==> src/core/pbo_pkg.sv <==
package pbo_pkg;

	// Port width
	localparam int PBO_WIDTH = 8;

	// Pin positions of the alternate functions
	localparam int PBO_BIT_CAPTURE = 0;
	localparam int PBO_BIT_CMP_1A = 1;
	localparam int PBO_BIT_SELECT = 2;
	localparam int PBO_BIT_MOSI = 3;
	localparam int PBO_BIT_MISO = 4;
	localparam int PBO_BIT_SCK = 5;
	localparam int PBO_BIT_OSC1 = 6;
	localparam int PBO_BIT_OSC2 = 7;

	// Reset values of the registered pad controls and the pin synchroniser
	localparam logic [7:0] PBO_PAD_OUT_RST = 8'h00;
	localparam logic [7:0] PBO_PAD_OE_RST = 8'h00;
	localparam logic [7:0] PBO_PULLUP_RST = 8'h00;
	localparam logic [7:0] PBO_DIN_EN_RST = 8'h00;
	localparam logic [7:0] PBO_SYNC_RST = 8'h00;

	// Clock select fuse codes
	localparam int PBO_CLK_SEL_W = 4;
	localparam logic [3:0] PBO_CLK_SEL_EXT = 4'h0;
	localparam logic [3:0] PBO_CLK_SEL_RC_CAL = 4'h2;
	localparam logic [3:0] PBO_CLK_SEL_RC_LOW = 4'h3;

	// Override bundle for one pin
	typedef struct packed {
		logic pullup_ovr_en;
		logic pullup_ovr_val;
		logic dir_ovr_en;
		logic dir_ovr_val;
		logic value_ovr_en;
		logic value_ovr_val;
		logic din_enable_ovr_en;
		logic din_enable_ovr_val;
	} pbo_ovr_t;

	// First serial-peripheral engine controls and outputs
	typedef struct packed {
		logic enable;
		logic master;
		logic clock_out;
		logic master_out;
		logic slave_out;
	} pbo_spi_t;

	// Timer compare outputs, index 0 = 16-bit A, 1 = 16-bit B, 2 = 8-bit A
	typedef struct packed {
		logic [2:0] cmp_en;
		logic [2:0] cmp_out;
	} pbo_tmr_t;

	// Inputs handed to the peripherals
	typedef struct packed {
		logic spi_a_clock_in;
		logic spi_a_master_in;
		logic spi_a_slave_in;
		logic spi_a_select_active;
		logic usart_a_clock_in;
		logic usart_b_rx_pin;
		logic timer16_capture_in;
	} pbo_periph_in_t;

endpackage : pbo_pkg

==> src/core/pbo_pin_ctl.sv <==
`timescale 1ns/1ps
module pbo_pin_ctl
(
	input wire pbo_pkg::pbo_ovr_t ovr,
	input wire logic dir,
	input wire logic latch,
	input wire logic pull_off,
	input wire logic sleep_active,
	output logic oe,
	output logic value,
	output logic pull_en,
	output logic din_en
);

	////////////////////////////////////////////////////////////////////////
	// Generic override application for one pin
	always_comb
	begin
		// Pull-up: override value, else input with latch high and not disabled
		if (ovr.pullup_ovr_en)
		begin
			pull_en = ovr.pullup_ovr_val;
		end
		else
		begin
			pull_en = ~dir & latch & ~pull_off;
		end
		// Output driver enable
		if (ovr.dir_ovr_en)
		begin
			oe = ovr.dir_ovr_val;
		end
		else
		begin
			oe = dir;
		end
		// Driven value
		if (ovr.value_ovr_en)
		begin
			value = ovr.value_ovr_val;
		end
		else
		begin
			value = latch;
		end
		// Digital input enable
		if (ovr.din_enable_ovr_en)
		begin
			din_en = ovr.din_enable_ovr_val;
		end
		else
		begin
			din_en = ~sleep_active;
		end
	end

endmodule : pbo_pin_ctl

==> src/core/pbo_port_b_ovr.sv <==
// Function
// - Oscillator bit 6 reads dir, latch, pin zero
// - Slave SPI forces clock pin input
// - SPI- and USART-B-forced inputs keep latch-controlled pull-up
// - Sync USART clock direction follows pb_dir5
// - Master SPI forces master-in pin input
// - USART-B receiver forces bit 4 input
// - Slave SPI forces master-out pin input unless the USART-B transmitter is enabled
// - USART-B transmitter forces bit 3 output
// - Compare outputs reach pin only when output
// - Slave SPI select input, active low
// - Clock-out fuse drives bit 0, even reset
// - Bit 0 feeds 16-bit timer capture
// - Every bit feeds its pin-change source
// - Bit 7 digital-input override enable terms
// - Bit 6 digital-input override enable terms
// - SPI data lines split master/slave paths
// - Clock-select fuses decode internal RC, external
// - Pull-up follows override or normal combination
// - Driver follows direction override or bit
// - Pin value follows override or latch
// - Input enable follows override or sleep
`timescale 1ns/1ps
module pbo_port_b_ovr
#(
	parameter int WIDTH = pbo_pkg::PBO_WIDTH
)
(
	input wire logic sys_clk,
	input wire logic rst_n,
	input wire logic [WIDTH-1:0] pad_in,
	output logic [WIDTH-1:0] pad_out,
	output logic [WIDTH-1:0] pad_oe,
	output logic [WIDTH-1:0] pad_pullup,
	output logic [WIDTH-1:0] pad_din_en,
	input wire logic [WIDTH-1:0] pb_dir,
	input wire logic [WIDTH-1:0] pb_latch,
	output logic [WIDTH-1:0] pb_dir_rd,
	output logic [WIDTH-1:0] pb_latch_rd,
	output logic [WIDTH-1:0] pb_pinread,
	input wire logic pullup_global_disable,
	input wire logic sleep_active,
	input wire pbo_pkg::pbo_spi_t spi_a,
	input wire logic usart_a_sync_mode,
	input wire logic usart_a_sync_clock,
	input wire logic usart_b_rx_enable,
	input wire logic usart_b_tx_enable,
	input wire logic usart_b_tx_pin,
	input wire pbo_pkg::pbo_tmr_t timers,
	input wire logic clock_out_fuse,
	input wire logic divided_clock_out,
	input wire logic [pbo_pkg::PBO_CLK_SEL_W-1:0] clock_select_fuses,
	input wire logic async_timer_clocking,
	input wire logic pin_change_group_enable,
	input wire logic [WIDTH-1:0] pin_change_mask,
	output pbo_pkg::pbo_periph_in_t periph_in,
	output logic [WIDTH-1:0] pin_change_src,
	output logic internal_rc_selected,
	output logic external_clock_selected
);

	////////////////////////////////////////////////////////////////////////
	// Declarations
	pbo_pkg::pbo_ovr_t ovr [WIDTH];
	logic [WIDTH-1:0] sync1_q;
	logic [WIDTH-1:0] sync1_d;
	logic [WIDTH-1:0] sync2_q;
	logic [WIDTH-1:0] sync2_d;
	logic [WIDTH-1:0] oe_d;
	logic [WIDTH-1:0] oe_q;
	logic [WIDTH-1:0] out_d;
	logic [WIDTH-1:0] out_q;
	logic [WIDTH-1:0] pullup_d;
	logic [WIDTH-1:0] pullup_q;
	logic [WIDTH-1:0] din_en_d;
	logic [WIDTH-1:0] din_en_q;
	logic [WIDTH-1:0] ctl_oe;
	logic [WIDTH-1:0] ctl_out;
	logic [WIDTH-1:0] ctl_pull;
	logic [WIDTH-1:0] ctl_din;
	logic [WIDTH-1:0] pcint_ovr;
	logic [WIDTH-1:0] osc_pin;
	logic spi_slave;
	logic spi_master;
	logic osc7_use;
	logic osc6_use;
	logic sync_clk_drive;

	////////////////////////////////////////////////////////////////////////
	// Helpers
	// Pull-up value for a pin a peripheral forced to input
	function automatic logic forced_pullup(input logic latch, input logic pull_off);
		forced_pullup = latch & ~pull_off;
	endfunction : forced_pullup

	// Any internal RC code
	function automatic logic is_internal_rc(input logic [3:0] fuses);
		is_internal_rc = (fuses == pbo_pkg::PBO_CLK_SEL_RC_CAL)
			|| (fuses == pbo_pkg::PBO_CLK_SEL_RC_LOW);
	endfunction : is_internal_rc

	////////////////////////////////////////////////////////////////////////
	// Clock source decode
	always_comb
	begin
		internal_rc_selected = is_internal_rc(clock_select_fuses);
		external_clock_selected = (clock_select_fuses == pbo_pkg::PBO_CLK_SEL_EXT);
		// Oscillator use of bits 7 and 6
		osc7_use = (internal_rc_selected & external_clock_selected) | async_timer_clocking;
		osc6_use = internal_rc_selected | async_timer_clocking;
	end

	// Engine role terms
	assign spi_slave = spi_a.enable & ~spi_a.master;
	assign spi_master = spi_a.enable & spi_a.master;
	assign sync_clk_drive = usart_a_sync_mode & pb_dir[pbo_pkg::PBO_BIT_SCK];

	// Pin-change enable for the input overrides
	assign pcint_ovr = pin_change_mask & {WIDTH{pin_change_group_enable}};

	////////////////////////////////////////////////////////////////////////
	// Per-pin override tables
	always_comb
	begin
		// Defaults: nothing forced, pin-change keeps the input alive
		for (int i = 0; i < WIDTH; i++)
		begin
			ovr[i] = '0;
			ovr[i].din_enable_ovr_en = pcint_ovr[i];
			ovr[i].din_enable_ovr_val = 1'b1;
		end

		// Bit 7, second oscillator pin
		ovr[7].pullup_ovr_en = osc7_use;
		ovr[7].dir_ovr_en = osc7_use;
		ovr[7].din_enable_ovr_en = osc7_use | pcint_ovr[7];
		ovr[7].din_enable_ovr_val = (internal_rc_selected | external_clock_selected)
			& ~async_timer_clocking;

		// Bit 6, first oscillator pin
		ovr[6].pullup_ovr_en = osc6_use;
		ovr[6].dir_ovr_en = osc6_use;
		ovr[6].din_enable_ovr_en = osc6_use | pcint_ovr[6];
		ovr[6].din_enable_ovr_val = internal_rc_selected & async_timer_clocking;

		// Bit 5, SPI clock or synchronous USART clock
		ovr[5].dir_ovr_en = spi_slave;
		ovr[5].dir_ovr_val = 1'b0;
		ovr[5].pullup_ovr_en = spi_slave;
		ovr[5].pullup_ovr_val = forced_pullup(pb_latch[5], pullup_global_disable);
		ovr[5].value_ovr_en = spi_master | sync_clk_drive;
		if (spi_master)
		begin
			ovr[5].value_ovr_val = spi_a.clock_out;
		end
		else
		begin
			ovr[5].value_ovr_val = usart_a_sync_clock;
		end

		// Bit 4, SPI master-in / slave-out or USART-B receive
		ovr[4].dir_ovr_en = spi_master | usart_b_rx_enable;
		ovr[4].dir_ovr_val = 1'b0;
		ovr[4].pullup_ovr_en = spi_master | usart_b_rx_enable;
		ovr[4].pullup_ovr_val = forced_pullup(pb_latch[4], pullup_global_disable);
		ovr[4].value_ovr_en = spi_slave & ~usart_b_rx_enable;
		ovr[4].value_ovr_val = spi_a.slave_out;

		// Bit 3, SPI master-out / slave-in, USART-B transmit, 8-bit compare
		ovr[3].dir_ovr_en = spi_slave | usart_b_tx_enable;
		ovr[3].dir_ovr_val = usart_b_tx_enable;
		ovr[3].pullup_ovr_en = spi_slave & ~usart_b_tx_enable;
		ovr[3].pullup_ovr_val = forced_pullup(pb_latch[3], pullup_global_disable);
		ovr[3].value_ovr_en = spi_master | usart_b_tx_enable
			| (timers.cmp_en[2] & pb_dir[3]);
		if (usart_b_tx_enable)
		begin
			ovr[3].value_ovr_val = usart_b_tx_pin;
		end
		else if (spi_master)
		begin
			ovr[3].value_ovr_val = spi_a.master_out;
		end
		else
		begin
			ovr[3].value_ovr_val = timers.cmp_out[2];
		end

		// Bit 2, SPI select or 16-bit compare B
		ovr[2].dir_ovr_en = spi_slave;
		ovr[2].dir_ovr_val = 1'b0;
		ovr[2].pullup_ovr_en = spi_slave;
		ovr[2].pullup_ovr_val = forced_pullup(pb_latch[2], pullup_global_disable);
		ovr[2].value_ovr_en = timers.cmp_en[1] & pb_dir[2];
		ovr[2].value_ovr_val = timers.cmp_out[1];

		// Bit 1, 16-bit compare A
		ovr[1].value_ovr_en = timers.cmp_en[0] & pb_dir[1];
		ovr[1].value_ovr_val = timers.cmp_out[0];
	end

	////////////////////////////////////////////////////////////////////////
	// Generic override application, one instance per pin
	for (genvar g = 0; g < WIDTH; g++)
	begin : g_pin
		pbo_pin_ctl u_ctl
		(
			.ovr(ovr[g]),
			.dir(pb_dir[g]),
			.latch(pb_latch[g]),
			.pull_off(pullup_global_disable),
			.sleep_active(sleep_active),
			.oe(ctl_oe[g]),
			.value(ctl_out[g]),
			.pull_en(ctl_pull[g]),
			.din_en(ctl_din[g])
		);
	end

	// Pad control next values, one per pin from the override stage
	always_comb
	begin
		oe_d = ctl_oe;
		out_d = ctl_out;
		pullup_d = ctl_pull;
		din_en_d = ctl_din;
	end

	////////////////////////////////////////////////////////////////////////
	// Pin synchroniser, next values
	always_comb
	begin
		sync1_d = pad_in;
		sync2_d = sync1_q;
	end

	// Pad controls and synchroniser registers
	always_ff @(posedge sys_clk or negedge rst_n)
	begin
		if (!rst_n)
		begin
			sync1_q <= pbo_pkg::PBO_SYNC_RST;
			sync2_q <= pbo_pkg::PBO_SYNC_RST;
			oe_q <= pbo_pkg::PBO_PAD_OE_RST;
			out_q <= pbo_pkg::PBO_PAD_OUT_RST;
			pullup_q <= pbo_pkg::PBO_PULLUP_RST;
			din_en_q <= pbo_pkg::PBO_DIN_EN_RST;
		end
		else
		begin
			sync1_q <= sync1_d;
			sync2_q <= sync2_d;
			oe_q <= oe_d;
			out_q <= out_d;
			pullup_q <= pullup_d;
			din_en_q <= din_en_d;
		end
	end

	////////////////////////////////////////////////////////////////////////
	// Pad outputs; bit 0 carries the divided clock, also through reset
	always_comb
	begin
		pad_out = out_q;
		pad_oe = oe_q;
		pad_pullup = pullup_q;
		pad_din_en = din_en_q;
		if (clock_out_fuse)
		begin
			pad_out[pbo_pkg::PBO_BIT_CAPTURE] = divided_clock_out;
			pad_oe[pbo_pkg::PBO_BIT_CAPTURE] = 1'b1;
		end
	end

	////////////////////////////////////////////////////////////////////////
	// Read-back, oscillator pins read as zero
	assign osc_pin = {osc7_use, osc6_use, {(WIDTH-2){1'b0}}};

	// Zero direction, latch and pin bits of oscillator pins
	always_comb
	begin
		pb_dir_rd = pb_dir & ~osc_pin;
		pb_latch_rd = pb_latch & ~osc_pin;
		pb_pinread = sync2_q & din_en_q & ~osc_pin;
	end

	////////////////////////////////////////////////////////////////////////
	// Inputs to the peripherals, all from the synchronised pins
	always_comb
	begin
		pin_change_src = sync2_q & din_en_q;
		periph_in.spi_a_clock_in = sync2_q[pbo_pkg::PBO_BIT_SCK];
		periph_in.usart_a_clock_in = sync2_q[pbo_pkg::PBO_BIT_SCK];
		periph_in.spi_a_master_in = sync2_q[pbo_pkg::PBO_BIT_MISO];
		periph_in.usart_b_rx_pin = sync2_q[pbo_pkg::PBO_BIT_MISO];
		periph_in.spi_a_slave_in = sync2_q[pbo_pkg::PBO_BIT_MOSI];
		// Select only matters to a slave engine
		periph_in.spi_a_select_active = spi_slave
			& ~sync2_q[pbo_pkg::PBO_BIT_SELECT];
		periph_in.timer16_capture_in = sync2_q[pbo_pkg::PBO_BIT_CAPTURE];
	end

endmodule : pbo_port_b_ovr

==> config.mk <==
export PLATFORM = sky130hd
export DESIGN_NAME = pbo_port_b_ovr
export DESIGN_NICKNAME = d
export VERILOG_FILES = /design/src/core/pbo_pkg.sv /design/src/core/pbo_pin_ctl.sv /design/src/core/pbo_port_b_ovr.sv
export SDC_FILE = /design/constraint.sdc
export NUM_CORES = 1
export LEC_CHECK = 0
export ABC_AREA = 1
export BUFFER_PORTS_ARGS = -buffer_cell sky130_fd_sc_hd__buf_4
export CORE_MARGIN = 8
export CORE_UTILIZATION = 41
export CTS_CLUSTER_DIAMETER = 200
export DETAILED_ROUTE_END_ITERATION = 10
export PLACE_DENSITY = 0.85
export SYNTH_ARGS = -nofsm -noshare
export SYNTH_HDL_FRONTEND = slang
export SYNTH_SLANG_ARGS = --single-unit
==> constraint.sdc <==
create_clock -name sys_clk -period 0.8 [get_ports sys_clk]
set_input_delay 0.04 -clock sys_clk [delete_from_list [all_inputs] [get_ports sys_clk]]
set_output_delay 0.04 -clock sys_clk [all_outputs]
set_load 0.005 [all_outputs]
==> flow_metrics.tcl, run 1 <==
set metrics [dict create \
    post-route-util_pct 74.7 \
    post_synth.cell_area_avg_um2 9.91 \
    ir_drop_mv 1.00 \
    worst_skew_pair.late_latency_ns 0.28 \
    finalCriticalPeriod_ns 1.09 \
    grt.met1_usage_pct 14.3 \
    crit_path_max_fanout 1 \
    final_hold_violations 0 \
    grt.total_usage_pct 16.7 \
    grt_max_degree 27 \
    htree_num_levels 2 \
    grt_pass1_vias 2008 \
    powerDensity_nw_per_um2 1500 \
    violations_in_the_final_reports "negative setup slack" \
    design.die.area_um2 7370 \
    cpPeakStageDelay_ns 0.37 \
    clock_skew_ns 0.000729 \
    detail_route.wirelength_um 6390 \
    timing.max_slew.rel_slack_pct 84.2 \
    detailed_route_vias_per_instance 4.38 \
    worst_setup_hold_path_clk_slew_ns 0.08 \
    antenna_found_initial 0 \
    route.antenna.remaining_nets 0 \
    timing.fmax_ghz 0.920 \
    commonest_cells_after_routing_fill_and_taps_aside "81 x sky130_fd_sc_hd__buf_4, 58 x sky130_fd_sc_hd__buf_6, 48 x sky130_fd_sc_hd__dfrtp_1" \
    rows 25 \
    yosys-top-cells-area "sky130_fd_sc_hd__dfrtp_1 60%, sky130_fd_sc_hd__buf_4 15%, sky130_fd_sc_hd__nand2_1 7.5%" \
    post_synth_num_cell_types 20 \
    ios 133 \
    detail_route.drc_violations 0 \
    layout_commonest_cell "sky130_fd_sc_hd__buf_4" \
    yosysWarningCount 0 \
    die_width_um 85.9 \
    synthesis.instances 202 \
    worst_ep_arrival_time_ns 1.05 \
    cts_root_buffer "sky130_fd_sc_hd__clkbuf_8" \
    cts_num_sinks 48 \
    fin_nets 403 \
    worst-path-buf-inv 1 \
    postSynthRegisterBits 48 \
    p_leak_nw 1.87 \
    grtUsageMet3_pct 6.88 \
    finalMaxSlewViolations 0 \
    core_um2 4720 \
    syn_area_um2 2000 \
    grt_first_pass_wirelength_um 9600 \
    maximum_clock_path_buffer_count 2 \
    max-cap-violations 0 \
    detail_route.wl_per_cell_um 15.5 \
    grt-busiest-layer "met2" \
    synth.net_count 262 \
    worstPathCellList "mux2_2 > buf_6" \
    drt_pre_antenna_iters 4 \
    hold_class "input port to flip-flop" \
    crit_path_start "out_q[0]$_DFF_PN0_" \
    drtIter0Drc 35 \
    floorplan.initialDensity_pct 42.4 \
    place.port_buffers 132 \
    critPathRequiredTime_ns 0.76 \
    netlist.area_leader.share_pct 60.0 \
    outcome "finished, violations left" \
    drive_gt1_share_pct 48.8 \
    regToRegStartpoint "sync1_q[1]$_DFF_PN0_" \
    cpLargestDelayFamily "flip-flops" \
    criticalPathCategory "flip-flop to primary output" \
    setup.worst_path.end_class "primary output" \
    numCtsBuffers 5 \
    cp-start-kind "flip-flop" \
    setup_violations 58 \
    worstHoldStart "usart_b_tx_enable" \
    detailroute.via_count 1799 \
    global_route.overflow_total 0 \
    critical-path-slowest-cell "sky130_fd_sc_hd__dfrtp_1" \
    worstMarginPinSlew_ns 0.234 \
    rsz0062_at_grt "yes" \
    synth_top_area_cell "sky130_fd_sc_hd__dfrtp_1" \
    synth_sequential_area_ratio_pct 60.0 \
    n_antenna_cell 0 \
    hpwlAfterDp_um 4480 \
    cts_tree "yes" \
    met2_usage_pct 33.1 \
    die_height_um 85.9 \
    dpl_worst_slack_ns -0.0252 \
    synthToLayoutAreaGrowth_pct 76.3 \
    finalWeightedCongestion 0.760 \
    finalWorstSetupSlack_ns -0.287 \
    layout_worst_path_cycle_share_pct 136 \
    fin_worst_hold_slack_ns 0.0110 \
]
-- final cells by class --
class                   instances  area [um^2]
repair buffers                175         1630
flip-flops and latches         48         1200
fillers                       338         1190
multi-input cells              82          403
inverters                      31          116
clock buffers                   7         86.3
well taps                      67         83.8
clock inverters                 1         7.51
-- state kept, by name (all words and copies together), names as in the netlist --
| name | cells |
|---|---|
| oe_q | 8 |
| sync1_q | 8 |
| out_q | 8 |
| pad_din_en | 8 |
| pad_pullup | 8 |
| sync2_q | 8 |
-- tightest hold or removal path, cell delays in order --
cell and delay (ns):
sky130_fd_sc_hd__buf_4 0.08, sky130_fd_sc_hd__inv_1 0.06, sky130_fd_sc_hd__o21ai_0 0.08
-- through the flow --
stage	instances	power (mW)	TNS [ns]	area [um^2]
finish	411	5.28	-5.49	3530
global route	411	5.54	-7.79	3530
CTS	405	5.27	-5.48	3440
detailed placement	363	3.55	-0.0313	2800
global placement	363	3.52	-0.0201	2800
floorplan	202	3.01	0	2000
-- routing by layer --
| layer | share of wire, % | wire length, um |
|---|---|---|
| met5 | 0 | 0 |
| met4 | 3.1 | 198 |
| met3 | 7.7 | 490 |
| met2 | 56 | 3580 |
| met1 | 33 | 2120 |
-- report_power, final --
part / switching (mW) / internal (mW) / leakage, nW / total [mW]
Combinational: 0.442 / 0.750 / 1.25 / 1.19
Clock: 0.754 / 0.703 / 0.0445 / 1.46
Sequential: 0.0703 / 2.56 / 0.576 / 2.63
Total: 1.27 / 4.01 / 1.87 / 5.28
-- synth_stat cells (all sizes together) --
cell type / instances
or2: 1
a21oi: 4
dfrtp: 48
nor4: 2
a31oi: 2
nor3: 2
inv: 31
buf: 41
mux2: 1
o211ai: 2
nor3b: 2
nand2: 40
nor2: 17
nand3: 5
o21ai: 4
-- worst paths after layout --
path / endpoint / slack, ns / cells past startpoint
min in group asynchronous: pad_pullup[6]$_DFF_PN0_ / 0.14 / 2
setup reg to reg: sync2_q[1]$_DFF_PN0_ / 0.32 / 0
hold / removal: oe_q[3]$_DFF_PN0_ / 0.01 / 3
hold reg to reg: sync2_q[0]$_DFF_PN0_ / 0.35 / 0
max in group asynchronous: oe_q[5]$_DFF_PN0_ / 0.27 / 3
setup / recovery: pad_out[0] / -0.29 / 2
-- cell families (layout without fill, tap and decap cells) --
group | after synthesis | count (layout) | synth area share (%)
buf+inv | 72 | 214 | 21.2
simple gates | 69 | 69 | 14.9
flops | 48 | 48 | 60.0
compound gates | 12 | 12 | 3.37
mux | 1 | 1 | 0.562
-- repair_timing --
item | CTS | global route
setup buffers | 0 | 5
endpoints found under the hold margin | 81 | 5
pin swaps | 7 | 7
gates resized for setup | 60 | 15
endpoints found under the setup margin | 57 | 61
hold buffers | 34 | 2
(Power assumes the default switching activity.)
==> run 2, diff against run 1 <==
==> constraint.sdc (replaced) <==
create_clock -name sys_clk -period 0.8 [get_ports sys_clk]
set_input_delay 0.08 -clock sys_clk [delete_from_list [all_inputs] [get_ports sys_clk]]
set_output_delay 0.08 -clock sys_clk [all_outputs]
set_load 0.005 [all_outputs]
==> flow_metrics.tcl, run 2 (synthesis results as in run 1) <==
set metrics [dict create \
    outcome "finished, violations left" \
    violations_in_the_final_reports "negative hold slack, negative setup slack" \
    grt.total_usage_pct 16.4 \
    post-route-util_pct 74.3 \
    finalWeightedCongestion 0.780 \
    worstHoldStart "pb_dir[7]" \
    maximum_clock_path_buffer_count 2 \
    cell_area_after_layout_um2 3510 \
    drtIter0Drc 39 \
    timing.fmax_ghz 0.895 \
    ir_drop_mv 1.15 \
    global_route.overflow_total 0 \
    fin_worst_hold_slack_ns -0.0584 \
    design.die.area_um2 7370 \
    worst-path-buf-inv 1 \
    route.antenna.remaining_nets 0 \
    detail_route.wl_per_cell_um 16.0 \
    grt_first_pass_wirelength_um 9540 \
    crit_path_start "out_q[0]$_DFF_PN0_" \
    final_hold_violations 4 \
    finalMaxSlewViolations 0 \
    max-cap-violations 0 \
    detailed_route_vias_per_instance 4.38 \
    crit_path_max_fanout 1 \
    die_width_um 85.9 \
    drt_pre_antenna_iters 4 \
    n_antenna_cell 0 \
    worstPathCellList "mux2_2 > buf_6" \
    critPathRequiredTime_ns 0.72 \
    cts_tree "yes" \
    m1WireLength_um 2210 \
    finalCriticalPeriod_ns 1.12 \
    dpl_worst_slack_ns -0.124 \
    worst_skew_pair.late_latency_ns 0.29 \
    worst_setup_hold_path_clk_slew_ns 0.09 \
    cp-start-kind "flip-flop" \
    synthToLayoutAreaGrowth_pct 75.2 \
    detail_route.wirelength_um 6470 \
    regToRegStartpoint "sync1_q[5]$_DFF_PN0_" \
    setup.worst_path.end_class "primary output" \
    cts_num_sinks 48 \
    rsz0062_at_grt "yes" \
    detailroute.via_count 1770 \
    antenna_found_initial 0 \
    layout.filler_cells 304 \
    critical-path-slowest-cell "sky130_fd_sc_hd__dfrtp_1" \
    timing.max_slew.rel_slack_pct 82.7 \
    hold_class "input port to flip-flop" \
    criticalPathCategory "flip-flop to primary output" \
    detail_route.drc_violations 0 \
    die_height_um 85.9 \
    place.port_buffers 132 \
    grt_pass1_vias 1938 \
    worstMarginPinSlew_ns 0.257 \
    finalWorstSetupSlack_ns -0.317 \
    met3WireLength_um 485 \
    fin_nets 396 \
    numCtsBuffers 5 \
    placed_cell_area_um2 2800 \
    floorplan.initialDensity_pct 42.4 \
    htree_num_levels 2 \
    route.met2.wl_um 3690 \
    core_um2 4720 \
    powerDensity_nw_per_um2 1600 \
    commonest_cells_after_routing_fill_and_taps_aside "82 x sky130_fd_sc_hd__buf_4, 58 x sky130_fd_sc_hd__buf_6, 48 x sky130_fd_sc_hd__dfrtp_1" \
    cpLargestDelayFamily "flip-flops" \
    p_leak_nw 1.86 \
    drive_gt1_share_pct 51.6 \
    setup_violations 55 \
    ios 133 \
    totalPowerFinal_mw 5.62 \
    grt_max_degree 49 \
    clock_skew_ns 0.00106 \
    hpwlAfterDp_um 4240 \
    maxUsedRoutingLayer "met4" \
    cts_root_buffer "sky130_fd_sc_hd__clkbuf_8" \
    layout_worst_path_cycle_share_pct 140 \
    layout_commonest_cell "sky130_fd_sc_hd__buf_4" \
    cpPeakStageDelay_ns 0.36 \
    postCtsHoldBufs 28 \
    worst_ep_arrival_time_ns 1.04 \
    rows 25 \
]
run 2: path summary, 6_finish.rpt:
kind                                           end  slack [ns]  cells after the start
min in group asynchronous        oe_q[6]$_DFF_PN0_        0.30                      3
max                                     pad_out[0]       -0.32                      2
min reg2reg                   sync2_q[6]$_DFF_PN0_        0.36                      0
max in group asynchronous        oe_q[5]$_DFF_PN0_        0.29                      3
min                        pad_pullup[7]$_DFF_PN0_       -0.06                      2
max reg2reg                   sync2_q[5]$_DFF_PN0_        0.30                      0
run 2: through the flow:
| stage | setup TNS [ns] | cells |
|---|---|---|
| 6_report | -8.31 | 404 |
| 3_5_place_dp | -0.395 | 362 |
| 5_1_grt | -10.30 | 404 |
| 2_1_floorplan | 0 | 202 |
| 4_1_cts | -7.98 | 398 |
| 3_3_place_gp | -0.287 | 362 |
run 2: cell type report:
| cell class | instances | area [um^2] | share of cell area [%] |
|---|---|---|---|
| Timing Repair Buffer | 168 | 1560 | 44.4 |
| Multi-Input combinational cell | 82 | 427 | 12.2 |
| Inverter | 31 | 116 | 3.32 |
| Tap cell | 67 | 83.8 | 2.39 |
| Clock inverter | 2 | 38.8 | 1.11 |
| Sequential cell | 48 | 1200 | 34.2 |
| Clock buffer | 6 | 82.6 | 2.35 |
run 2: repair_timing:
item	CTS	global route
pin swaps	9	6
setup buffers	0	7
resized for setup	63	17
setup endpoints to repair	57	62
endpoints found under the hold margin	75	1
run 2: report_power, final:
part	switching, mW	leakage (nW)	internal, mW
combinational	0.442	1.23	0.734
clock	0.784	0.0614	1.02
sequential	0.0787	0.576	2.56
run 2: routing by layer:
layer | global-route usage (%) | vias to the layer above
li1 | - | 832
met1 | 15.0 | 839
met2 | 33.0 | 90
met3 | 5.44 | 9
met4 | 4.30 | 0
met5 | 0 | -
==> run 3, diff against run 2 <==
BUFFER_PORTS_ARGS = -buffer_cell sky130_fd_sc_hd__buf_2   (was -buffer_cell sky130_fd_sc_hd__buf_4)
==> flow_metrics.tcl, run 3 (synthesis results as in run 1) <==
set metrics [dict create \
    outcome "finished, violations left" \
    violations_in_the_final_reports "negative hold slack, negative setup slack" \
    grt_max_degree 49 \
    finalWeightedCongestion 0.767 \
    finalMaxSlewViolations 0 \
    p_leak_nw 1.69 \
    detailed_route_vias_per_instance 4.27 \
    antenna_found_initial 1 \
    postCtsHoldBufs 26 \
    dp_cells 363 \
    setup_violations 55 \
    grt_pass1_vias 1877 \
    place.port_buffers 132 \
    drtIter0Drc 36 \
    ios 133 \
    fin_nets 390 \
    detail_route.wirelength_um 5460 \
    design.die.area_um2 7370 \
    max-cap-violations 0 \
    worst_skew_pair.late_latency_ns 0.29 \
    setup.worst_path.end_class "primary output" \
    hpwlAfterDp_um 4110 \
    layout_worst_path_cycle_share_pct 138 \
    cts_root_buffer "sky130_fd_sc_hd__clkbuf_8" \
    route.antenna.remaining_nets 0 \
    powerDensity_nw_per_um2 1810 \
    drt_pre_antenna_iters 4 \
    die_height_um 85.9 \
    instances_no_fill 399 \
    clock_skew_ns 0.00389 \
    cts_num_sinks 48 \
    critPathRequiredTime_ns 0.72 \
    grt_first_pass_wirelength_um 8470 \
    hold_class "input port to flip-flop" \
    setup_tns_after_final_layout_ns -6.14 \
    core_um2 4720 \
    ir_drop_mv 0.881 \
    worst_ep_arrival_time_ns 1.02 \
    criticalPathCategory "flip-flop to primary output" \
    numCtsBuffers 5 \
    commonest_cells_after_routing_fill_and_taps_aside "129 x sky130_fd_sc_hd__buf_2, 48 x sky130_fd_sc_hd__dfrtp_1, 38 x sky130_fd_sc_hd__nand2_1" \
    timing.fmax_ghz 0.905 \
    crit_path_max_fanout 1 \
    rsz0062_at_grt "yes" \
    layout_commonest_cell "sky130_fd_sc_hd__buf_2" \
    cts_tree "yes" \
    timing.max_slew.rel_slack_pct 82.4 \
    detail_route.wl_per_cell_um 13.7 \
    floorplan.initialDensity_pct 42.4 \
    die_width_um 85.9 \
    global_route.overflow_total 0 \
    cp-start-kind "flip-flop" \
    worstMarginPinSlew_ns 0.262 \
    finalWorstSetupSlack_ns -0.305 \
    worst_setup_hold_path_clk_slew_ns 0.08 \
    synthToLayoutAreaGrowth_pct 45.4 \
    fin_worst_hold_slack_ns -0.0387 \
    grt.total_usage_pct 14.5 \
    maximum_clock_path_buffer_count 2 \
    rows 25 \
    htree_num_levels 2 \
    drive_gt1_share_pct 47.4 \
    detailroute.via_count 1702 \
    final_hold_violations 1 \
    detail_route.drc_violations 0 \
    finalCriticalPeriod_ns 1.10 \
]
## run 3: cell count changes in the layout (fill, tap and decap cells not counted), moves of 4 or more
cell and delta:
sky130_fd_sc_hd__nand2_2 -4, sky130_fd_sc_hd__buf_4 -79, sky130_fd_sc_hd__inv_1 +4, sky130_fd_sc_hd__inv_2 -4
sky130_fd_sc_hd__nand2_1 +4, sky130_fd_sc_hd__buf_2 +129, sky130_fd_sc_hd__buf_6 -55
## run 3: path summary, 6_finish.rpt
| kind | startpoint | endpoint | slack (ns) | cells after the start |
|---|---|---|---|---|
| worst min register to register | sync1_q[3]$_DFF_PN0_ | sync2_q[3]$_DFF_PN0_ | 0.35 | 0 |
| max in group asynchronous | rst_n | pad_pullup[1]$_DFF_PN0_ | 0.28 | 3 |
| worst max-delay path | out_q[0]$_DFF_PN0_ | pad_out[0] | -0.30 | 2 |
| worst max register to register | sync1_q[1]$_DFF_PN0_ | sync2_q[1]$_DFF_PN0_ | 0.30 | 0 |
| min in group asynchronous | rst_n | oe_q[6]$_DFF_PN0_ | 0.31 | 3 |
| worst min-delay path | pb_dir[7] | pad_pullup[7]$_DFF_PN0_ | -0.04 | 2 |
## run 3: worst max-delay path, stage by stage, from the launching register on
cell	delay, ns
sky130_fd_sc_hd__dfrtp_1	0.37
sky130_fd_sc_hd__mux2_2	0.25
sky130_fd_sc_hd__buf_2	0.13
## run 3: per-stage QoR
step                worst slack (ns)  util (%)  cell area, um^2  hold WS (ns)  power, mW
detailed placement           -0.0867      52.4             2470        0.0856       3.34
CTS                           -0.320      61.1             2880       -0.0513       5.33
floorplan                      0.117         -             2000        -0.216       3.01
finish                        -0.305      61.6             2910       -0.0387       5.27
global placement             -0.0781      52.4             2470        0.0809       3.32
global route                  -0.354      61.6             2910       -0.0427       5.55
## run 3: report_power, final
group	switching [mW]	total [mW]	internal, mW
clock	0.751	1.85	1.10
combinational	0.388	0.814	0.426
sequential	0.0442	2.60	2.56
## run 3: what timing repair did
| action | CTS | global route |
|---|---|---|
| hold endpoints to repair | 74 | 1 |
| resized for setup | 5 | 8 |
| setup buffers | 1 | 0 |
| pin swaps | 8 | 5 |
| setup endpoints to repair | 57 | 58 |
## run 3: metal layers
layer / global-route usage [%] / wire, um / part of all wire (%) / vias up
li1: - / - / - / 827
met1: 14.5 / 2000 / 37 / 777
met2: 26.5 / 2890 / 53 / 86
met3: 5.73 / 429 / 7.9 / 12
met4: 5.25 / 146 / 2.7 / 0
met5: 0 / 0 / 0 / -
## run 3: layout make-up
cell class              instances  area (um^2)
clock buffers                   7         96.3
inverters                      31          116
fillers                       391         1810
well taps                      67         83.8
repair buffers                162          982
clock inverters                 1         30.0
flip-flops and latches         48         1200
multi-input cells              82          399
diodes                          1         2.50
